<file path="src/verilog/ipm_cfg.svh">
// constants of the pin mode control block
`ifndef IPM_CFG_SVH
`define IPM_CFG_SVH
`define IPM_ADDR_W 4
`define IPM_CTRL_ADDR 4'h0
`define IPM_STAT_ADDR 4'h4
`define IPM_CTRL_RST 16'h0000
`define IPM_HSMODE_BIT 0
`define IPM_PPM_BIT 2
`define IPM_STRD_BIT 3
`define IPM_SWOE_BIT 5
`define IPM_SCLO_BIT 6
`define IPM_SDAO_BIT 7
`define IPM_CTRL_WMASK 16'h00ed
`define IPM_SDA_STAT_BIT 0
`define IPM_SCL_STAT_BIT 1
`define IPM_HW_DRV_BIT 2
`endif

</file>
<file path="src/verilog/ipm_pkg.sv">
// types of the pin mode control block
package ipm_pkg;
  typedef enum logic [1:0] {IPM_OD, IPM_PP_HI, IPM_PP_LO} ipm_scl_mode_t;
endpackage : ipm_pkg

</file>
<file path="src/verilog/ipm_pin_if.sv">
// pin request bundle between control and pad driver
`timescale 1ns/100ps
interface ipm_pin_if;
  logic sw_own;
  logic sw_sda;
  logic sw_scl;
  logic hw_sda;
  logic hw_scl;
  logic ppm;
  logic stretch;
  logic stretch_dis;
  logic sda_oe_n;
  logic sda_o;
  logic scl_oe_n;
  logic scl_o;
  modport ctl (output sw_own, sw_sda, sw_scl, hw_sda, hw_scl, ppm, stretch,
    stretch_dis, input sda_oe_n, sda_o, scl_oe_n, scl_o);
  modport drv (input sw_own, sw_sda, sw_scl, hw_sda, hw_scl, ppm, stretch,
    stretch_dis, output sda_oe_n, sda_o, scl_oe_n, scl_o);
endinterface : ipm_pin_if

</file>
<file path="src/verilog/ipm_pad_drv.sv">
// combinational pad drive selection
`timescale 1ns/100ps
module ipm_pad_drv
  import ipm_pkg::*;
(
  ipm_pin_if.drv p
);
  ipm_scl_mode_t mode;
  logic scl_lvl;
  logic sda_lvl;
  always_comb begin
    sda_lvl = p.sw_own ? p.sw_sda : p.hw_sda;
    scl_lvl = p.sw_own ? p.sw_scl : p.hw_scl;
    // stretching holds scl low under hardware ownership unless disabled
    if (!p.sw_own && p.stretch && !p.stretch_dis) begin
      scl_lvl = 1'b0;
    end
    if (p.ppm && !p.sw_own) begin
      mode = scl_lvl ? IPM_PP_HI : IPM_PP_LO;
    end else begin
      mode = IPM_OD;
    end
    p.sda_o = 1'b0;
    p.sda_oe_n = sda_lvl;
    case (mode)
      IPM_PP_HI: begin
        p.scl_o = 1'b1;
        p.scl_oe_n = 1'b0;
      end
      IPM_PP_LO: begin
        p.scl_o = 1'b0;
        p.scl_oe_n = 1'b0;
      end
      default: begin
        p.scl_o = 1'b0;
        p.scl_oe_n = scl_lvl;
      end
    endcase
  end
endmodule : ipm_pad_drv

</file>
<file path="src/verilog/ipm_top.sv">
// pin mode control registers and pin synchronisers
`timescale 1ns/100ps
`include "ipm_cfg.svh"
module ipm_top
  import ipm_pkg::*;
#(
  parameter int ADDR_W = `IPM_ADDR_W
) (
  input wire logic clk_i,
  input wire logic nrst_i,
  input wire logic [ADDR_W-1:0] addr_i,
  input wire logic [15:0] wdata_i,
  input wire logic wr_i,
  input wire logic rd_i,
  output logic [15:0] rdata_o,
  input wire logic hw_sda_i,
  input wire logic hw_scl_i,
  input wire logic stretch_req_i,
  input wire logic sda_i,
  output logic sda_o,
  output logic sda_oe_n_o,
  input wire logic scl_i,
  output logic scl_o,
  output logic scl_oe_n_o,
  output logic hsmode_o
);
  // status sits at byte offset four, so fewer address bits cannot reach it
  if (ADDR_W < 3) begin : g_addr_w_chk
    $error("ipm_top: ADDR_W too small");
  end
  // one address compare shared by the write and read decode
  function automatic logic addr_hit(input logic [ADDR_W-1:0] a, input logic [3:0] t);
    return a == ADDR_W'(t);
  endfunction : addr_hit
  // --------------------------------------------------------------
  // registers
  // --------------------------------------------------------------
  logic [15:0] ctrl_q, ctrl_d, rdata_q, rdata_d;
  logic [1:0] sda_s_q, sda_s_d, scl_s_q, scl_s_d;
  logic sda_oe_n_q, sda_oe_n_d, scl_oe_n_q, scl_oe_n_d, scl_o_q, scl_o_d;
  logic sda_o_q, sda_o_d;
  ipm_pin_if pin ();
  always_comb begin
    ctrl_d = ctrl_q;
    // reserved bits are masked so they stay zero even if software slips
    if (wr_i && addr_hit(addr_i, `IPM_CTRL_ADDR)) begin
      ctrl_d = wdata_i & `IPM_CTRL_WMASK;
    end
    rdata_d = 16'h0000;
    if (rd_i && addr_hit(addr_i, `IPM_CTRL_ADDR)) begin
      rdata_d = ctrl_q;
    end else if (rd_i && addr_hit(addr_i, `IPM_STAT_ADDR)) begin
      rdata_d[`IPM_SDA_STAT_BIT] = sda_s_q[1];
      rdata_d[`IPM_SCL_STAT_BIT] = scl_s_q[1];
      rdata_d[`IPM_HW_DRV_BIT] = ~ctrl_q[`IPM_SWOE_BIT];
    end
    // first stage feeds only the second
    sda_s_d = {sda_s_q[0], sda_i};
    scl_s_d = {scl_s_q[0], scl_i};
    sda_oe_n_d = pin.sda_oe_n;
    scl_oe_n_d = pin.scl_oe_n;
    scl_o_d = pin.scl_o;
    sda_o_d = pin.sda_o;
  end
  always_ff @(posedge clk_i) begin
    if (!nrst_i) begin
      ctrl_q <= `IPM_CTRL_RST;
      rdata_q <= 16'h0000;
      sda_s_q <= 2'h3;
      scl_s_q <= 2'h3;
      sda_oe_n_q <= 1'b1;
      scl_oe_n_q <= 1'b1;
      scl_o_q <= 1'b0;
      sda_o_q <= 1'b0;
    end else begin
      ctrl_q <= ctrl_d;
      rdata_q <= rdata_d;
      sda_s_q <= sda_s_d;
      scl_s_q <= scl_s_d;
      sda_oe_n_q <= sda_oe_n_d;
      scl_oe_n_q <= scl_oe_n_d;
      scl_o_q <= scl_o_d;
      sda_o_q <= sda_o_d;
    end
  end
  // --------------------------------------------------------------
  // pad drive
  // --------------------------------------------------------------
  assign pin.sw_own = ctrl_q[`IPM_SWOE_BIT];
  assign pin.sw_sda = ctrl_q[`IPM_SDAO_BIT];
  assign pin.sw_scl = ctrl_q[`IPM_SCLO_BIT];
  assign pin.hw_sda = hw_sda_i;
  assign pin.hw_scl = hw_scl_i;
  assign pin.ppm = ctrl_q[`IPM_PPM_BIT];
  assign pin.stretch = stretch_req_i;
  assign pin.stretch_dis = ctrl_q[`IPM_STRD_BIT];
  ipm_pad_drv u_drv (
    .p(pin.drv)
  );
  assign rdata_o = rdata_q;
  assign sda_o = sda_o_q;
  assign sda_oe_n_o = sda_oe_n_q;
  assign scl_o = scl_o_q;
  assign scl_oe_n_o = scl_oe_n_q;
  assign hsmode_o = ctrl_q[`IPM_HSMODE_BIT];
endmodule : ipm_top
</file>
<file path="config.mk">
export PLATFORM = sky130hd
export DESIGN_NAME = ipm_top
export DESIGN_NICKNAME = d
export VERILOG_FILES = /design/src/verilog/ipm_pkg.sv /design/src/verilog/ipm_pin_if.sv /design/src/verilog/ipm_pad_drv.sv /design/src/verilog/ipm_top.sv
export VERILOG_INCLUDE_DIRS = /design/src /design/src/verilog
export SDC_FILE = /design/constraint.sdc
export NUM_CORES = 1
export LEC_CHECK = 0
export ABC_AREA = 1
export BUFFER_PORTS_ARGS = -buffer_cell sky130_fd_sc_hd__buf_2
export CORE_MARGIN = 10
export CORE_UTILIZATION = 40
export CTS_BUF_LIST = sky130_fd_sc_hd__clkbuf_4
export DETAILED_ROUTE_END_ITERATION = 8
export GPL_ROUTABILITY_DRIVEN = 0
export PLACE_DENSITY = 0.82
export SLEW_MARGIN = 30
export SYNTH_ARGS = -nofsm -noshare
export SYNTH_HDL_FRONTEND = slang
export SYNTH_SLANG_ARGS = --single-unit
</file>
<file path="constraint.sdc">
create_clock -name clk_i -period 0.8 [get_ports clk_i]
set_input_delay 0.12 -clock clk_i [delete_from_list [all_inputs] [get_ports clk_i]]
set_output_delay 0.12 -clock clk_i [all_outputs]
set_load 0.03 [all_outputs]
</file>
==> results of run 1 <==
sequential cells by signal, summed over array words and instances (netlist names):
| name | count |
|---|---|
| ctrl_q | 6 |
| scl_o | 1 |
| scl_oe_n_o | 1 |
| sda_s_q | 2 |
| sda_oe_n_o | 1 |
| rdata_o | 7 |
| scl_s_q | 2 |
through the flow:
step / cell area (um2) / TNS, ns / util (%) / setup slack, ns / std cells
after floorplan: 920.9 / 0 / - / 0.05479 / 121
after global placement: 1049 / -0.9225 / 51.35 / -0.09223 / 169
after detailed placement: 1049 / -1.326 / 51.35 / -0.1468 / 169
after CTS: 1154 / -0.8457 / 56.50 / -0.09141 / 172
after global routing: 1164 / -1.136 / 56.99 / -0.1263 / 172
final: 1164 / -0.7230 / 56.99 / -0.07961 / 172
area by class of cell:
type | instances | area, um2 | area share [%]
clock buffer | 3 | 22.52 | 1.935
inverter | 23 | 86.33 | 7.419
multi-input combinational | 66 | 345.3 | 29.68
sequential | 20 | 415.4 | 35.70
tap | 27 | 33.78 | 2.903
timing repair buffer | 33 | 260.3 | 22.37
per-layer routing:
| metal | GRT usage [%] | wire length, um | up-vias |
|---|---|---|---|
| met4 | 3.077 | 0 | 0 |
| met1 | 9.944 | 819 | 310 |
| met3 | 3.010 | 189 | 0 |
| li1 | - | - | 385 |
| met5 | 0 | 0 | - |
| met2 | 13.15 | 863 | 28 |
cells in the mapped netlist:
library cell  instances
inv_1                22
dfxtp_1              20
nand2_1              18
nor2_1               12
buf_4                11
nand4_1               8
or2_2                 4
a21oi_1               3
nand3_1               3
nor2_4                3
a21boi_1              1
buf_6                 1
conb_1                1
inv_2                 1
nand2_2               1
nand2_4               1
nand3_4               1
o211ai_1              1
worst paths after layout:
check                  start         end  slack [ns]  cells after the start
setup / recovery   ctrl_q[0]    hsmode_o       -0.08                      1
hold reg to reg   scl_s_q[1]  rdata_o[1]        0.43                      2
hold / removal         sda_i  sda_s_q[0]       0.008                      2
setup reg to reg   ctrl_q[5]  scl_oe_n_o        0.03                      3
cell families after synthesis:
family          after synthesis  synth area share (%)
compound gates                5                 3.390
buf+inv                      35                 20.34
flops                        20                 45.20
other cells                   1                0.4233
simple gates                 51                 30.65
timing repair:
action / CTS / global route
hold buffers: 0 / 0
pin swaps: 1 / 0
setup buffers: 0 / 0
setup endpoints to repair: 12 / 12
gates resized for setup: 34 / 3
cloned: 0 / 0
power groups by stage:
| stage | Sequential [W] | Combinational, W | Clock (W) |
|---|---|---|---|
| 2_1_floorplan | 0.00107 | 0.000199 | 0 |
| 3_3_place_gp | 0.00105 | 0.000274 | 0 |
| 3_5_place_dp | 0.00105 | 0.000280 | 0 |
| 4_1_cts | 0.00103 | 0.000293 | 0.000467 |
| 5_1_grt | 0.00103 | 0.000324 | 0.000502 |
| 6_report | 0.00103 | 0.000297 | 0.000453 |
==> out/qor.yml, run 1 <==
outcome: "complete, but fails checks"
violations: "negative setup slack"
path_class: "reg2out"
ir_drop_mv: 0.8722
drc: 0
drt_iter0_drc: 23
swShare_pct: 26.81
crit_buf_inv: 1
power.total_w: 0.001781
synth_cells: 112
crit_chain: "buf_6"
final_common_cell: "inv_1"
critPathRequiredTime_ns: 0.68
rsz0062_at_grt: "yes"
clockPowerShare_pct: 25.4
boundaryPins: 50
vias_per_cell: 4.203
final_cell_mix: "inv_1, buf_2, nand2_1"
final_nets: 176
grt_pass1_wl_um: 3022
timing.final.ws_setup_ns: -0.07961
cts_max_path_buffers: 2
dieWidth_um: 67.06
clkSinkCount: 20
seq_power_share_pct: 57.9
fp.coreArea_mm2: 0.002042
area_growth_pct: 31.36
wl_per_cell_um: 10.88
slowest_stage: "dfxtp_2"
cp_max_fo: 2
cp_slowest_stage_delay_ns: 0.35
hold_violations: 0
clkTransAtPathRegs_ns: 0.10
pwr-share-comb_pct: 16.7
wl_um: 1871
yosysWarnings: 0
syn-cell-area_um2: 885.9
grt_max_degree: 12
worst_setup_path_start_kind: "register"
insertion_delay_ns: 0.29
p_per_area_mw_per_mm2: 1530
die-height_um: 67.06
worstPathArrival_ns: 0.76
antenna_left: 0
synth_top_area_share_pct: 45.20
fillers: 189
p_int_w: 0.001303
dp_hpwl_um: 1578
yosys-top-cells-area: "dfxtp_1, buf_4, inv_1"
via_count: 723
cts_buffers: 3
finalCriticalPeriod_ns: 0.8796
seq_area_frac_synth_pct: 45.20
fin_skew_ns: 0.002657
hp-class: "in2reg"
dieArea_mm2: 0.004497
endpoint_kind: "output port"
start_util_pct: 43.38
yosysUniqueCellTypes: 18
grt_usage_pct: 8.294
finalSetupViolCount: 11
p_leak_nw: 0.5902
antennaDiodeCount: 0
fmax_mhz: 1137
holdWs_ns: 0.008412
cp_top_family: "flip-flops"
cts_root_buf: "clkbuf_4"
switchingPower_w: 0.0004774
h-tree-depth: 1
avgSynthCellArea_um2: 7.909
cts_tree: "yes"
dr.pass1.iters: 3
fp-row-count: 16
port_buffers: 29
period_share_pct: 110.0
ys_ff_latch: 20
slew_viol_final: 0
antenna_found_initial: 0
final_layout_size_suffix_gt1_share_pct: 42.76
gr-total-overflow: 0
drv_cap: 0
yosysTopAreaCell: "dfxtp_1"
grt_pass1_vias: 750
(Power assumes the default switching activity.)
==> run 2, diff against run 1 <==
--- a/config.mk
+++ b/config.mk
@@ -17,4 +17,5 @@
 export SLEW_MARGIN = 30
 export SYNTH_ARGS = -nofsm -noshare
 export SYNTH_HDL_FRONTEND = slang
+export SYNTH_HIERARCHICAL = 1
 export SYNTH_SLANG_ARGS = --single-unit
==> run 2 against run 1 <==
Compared with the run above:
- the flow still finishes with violations (negative setup slack)
- hold slack lost 0.0016 ns
- flip-flop and latch count increased by 1
- non-clock buffer count rose by 7
- global-route usage is 0.26 points higher
- largest power group unchanged
==> out/qor.yml, run 2 <==
rsz0062_at_grt: "yes"
pwr-share-comb_pct: 15.4  # -1.3 points
clkSinkCount: 21  # +5.0%
synth_cells: 113  # +0.89%
p_per_area_mw_per_mm2: 1558  # +1.8%
fp.coreArea_mm2: 0.002002  # -2.0%
finalCriticalPeriod_ns: 0.9355  # +0.05590 ns
cts_max_path_buffers: 2  # unchanged
final_common_cell: "nand2_1"
final_nets: 183  # +4.0%
grt_pass1_vias: 711  # -5.2%
drv_cap: 0  # unchanged
fp-row-count: 16  # unchanged
cp_max_fo: 5  # +3
yosys-top-cells-area: "dfxtp_1, nand2_1, nor2_1"
drc: 0  # unchanged
switchingPower_w: 0.0004779  # about the same
busiest_layer: "met2"
grt_util_met3_pct: 1.864  # -1.1 points
largest_register_ffs: 7  # unchanged
wl_um: 2066  # +10%
use_met2_pct: 16.03  # +2.9 points
dr.pass1.iters: 4  # +1
final_area_mm2: 0.001187  # +2.0%
dp_hpwl_um: 1640  # +3.9%
yosysUniqueCellTypes: 16  # -2
cts_tree: "yes"
fillers: 173  # -8.5%
yosys-top-cells-count: "nand2_1, nor2_1, dfxtp_1"
slew_viol_final: 0  # unchanged
final_layout_size_suffix_gt1_share_pct: 47.71  # +5.0 points
rr_endpoint: "scl_oe_n_o"
fmax_mhz: 1069  # -6.0%
hold_violations: 0  # unchanged
r2r_setup_slack_ns: -0.14  # -0.17 ns
area_growth_pct: 38.34
synth_edf_count: 0  # unchanged
ff_latch_area_um2: 439.2  # +5.7%
finalSetupViolCount: 17  # +6
grt_pass1_wl_um: 2973  # -1.6%
reg2reg_depth: 6  # +3
port_buffers: 30  # +3.4%
vias_per_cell: 4.333  # +3.1%
avgSynthCellArea_um2: 7.596  # -4.0%
swShare_pct: 25.83  # -0.98 points
outcome: "complete, but fails checks"
wl_per_cell_um: 11.48  # +5.5%
placed_cell_area_mm2: 0.001044  # -0.48%
post-place-ws_ns: -0.1539  # -0.007049 ns
worst_setup_path_start_kind: "register"
power.total_w: 0.001850  # +3.9%
final_cell_mix: "nand2_1, nor2_1, buf_2"
h-tree-depth: 1  # unchanged
gr-usage-met1_pct: 8.134  # -1.8 points
fin_skew_ns: 0.001340  # -0.001317 ns
die-height_um: 66.32  # -1.1%
drt_iter0_drc: 39  # +70%
via_count: 780  # +7.9%
path_class: "reg2reg"
synth_top_area_share_pct: 48.98  # +3.8 points
dieWidth_um: 66.32  # -1.1%
insertion_delay_ns: 0.29  # about the same
period_share_pct: 116.9  # +7.0 points
final_cells: 180  # +4.7%
timing.final.ws_setup_ns: -0.1355  # -0.05590 ns
min_path_cells: 2  # unchanged
hold_path_end: "sda_s_q[0]"
grt_max_degree: 13  # +1
endpoint_kind: "register"
holdBufCountCts: 0  # unchanged
clkTransAtPathRegs_ns: 0.11  # about the same
antenna_found_initial: 0  # unchanged
gr-total-overflow: 0  # unchanged
cts_root_buf: "clkbuf_4"
multiInputGateArea_um2: 331.6  # -4.0%
placed_cells_incl_taps: 175  # +3.6%
clockPowerShare_pct: 26.0  # +0.6 points
grt_usage_pct: 8.558  # +0.26 points
reg2reg_from: "ctrl_q[5]"
ir_drop_mv: 0.8971  # +2.9%
ys_ff_latch: 21  # +5.0%
syn-cell-area_um2: 858.3  # -3.1%
critPathRequiredTime_ns: 1.00  # +0.32 ns
ys.flop_type: "dfxtp_1"
start_util_pct: 42.87  # -0.51 points
synth.most_common_cell: "nand2_1"
seq_power_share_pct: 58.7  # +0.8 points
p_leak_nw: 0.6392  # +8.3%
yosysWarnings: 6  # +6
cts_buffers: 3  # unchanged
seq_area_frac_synth_pct: 48.98  # +3.8 points
worstPathArrival_ns: 1.13  # +0.37 ns
async_flop_share_pct: 0  # unchanged
hp-class: "in2reg"
min_from: "sda_i"
yosysTopAreaCell: "dfxtp_1"
antenna_left: 0  # unchanged
antennaDiodeCount: 0  # unchanged
p_int_w: 0.001372  # +5.3%
dieArea_mm2: 0.004398  # -2.2%
boundaryPins: 50  # unchanged
violations: "negative setup slack"
[run 2: cell types whose count changed after synthesis, sizes merged, moves of 2 or more]
cell	previous run	this run
inv	23	13
nor2	15	26
or2	4	6
a21oi	3	0
nand4	8	1
nand2	20	28
[run 2: logic make-up (layout without fill, tap and decap cells)]
group	after synthesis	after routing	synth area share, %
DFF	21	21	48.98
and+or+nand+nor	65	65	32.80
other	2	10	0.8750
buffers and inverters	25	57	17.35
[run 2: critical path: stages, from the launching register on]
cell and delay (ns):
dfxtp_4 0.40, inv_4 0.04, nand2_2 0.04, nand2_1 0.04
nand2_1 0.07, nor2_1 0.04, or2_4 0.21
[run 2: per-stage QoR]
step	hold slack, ns	util [%]	setup TNS, ns
after floorplan	0.2266	-	-0.1808
after global placement	0.3058	52.13	-1.193
after detailed placement	0.3111	52.13	-1.469
after CTS	0.00002878	58.06	-1.411
after global routing	-0.01191	59.31	-1.955
final	0.006793	59.31	-1.306
[run 2: what timing repair did]
action / in CTS / in global routing
gates resized for setup: 36 / 9
pin swaps: 4 / 4
endpoints found under the hold margin: 0 / 1
buffers inserted: 0 / 1
setup endpoints to repair: 15 / 18
[run 2: power groups by stage]
| stage | registers, W | logic (W) | clock network, W |
|---|---|---|---|
| floorplan | 0.00113 | 0.000168 | 0 |
| global placement | 0.00111 | 0.000250 | 0 |
| detailed placement | 0.00111 | 0.000258 | 0 |
| CTS | 0.00109 | 0.000275 | 0.000499 |
| global route | 0.00109 | 0.000305 | 0.000545 |
| finish | 0.00109 | 0.000284 | 0.000481 |
[run 2: worst max-delay path by stage]
| stage | start | endpoint | slack [ns] | cells after the start |
|---|---|---|---|---|
| after CTS | ctrl_q[5] | scl_oe_n_o | -0.15 | 6 |
| after global routing | ctrl_q[5] | scl_o | -0.19 | 8 |
| after global placement | ctrl_q[5] | scl_oe_n_o | -0.15 | 6 |
| after detailed placement | ctrl_q[5] | scl_oe_n_o | -0.15 | 6 |
| after floorplan | ctrl_q[5] | scl_oe_n_o | -0.11 | 6 |
| final | ctrl_q[5] | scl_oe_n_o | -0.14 | 6 |
[run 2: cell type report]
cell class,count,area share (%)
Tap cell,27,2.845
Clock inverter,1,0.4215
Inverter,13,4.320
Clock buffer,3,1.897
Sequential cell,21,36.99
Timing Repair Buffer,40,25.61
Multi-Input combinational cell,75,27.92
[run 2: per-layer routing]
layer  wire length [um]  part of all wire, %
met1                795                   38
met2               1038                   50
met3                183                  8.9
met4                 49                  2.4
met5                  0                    0
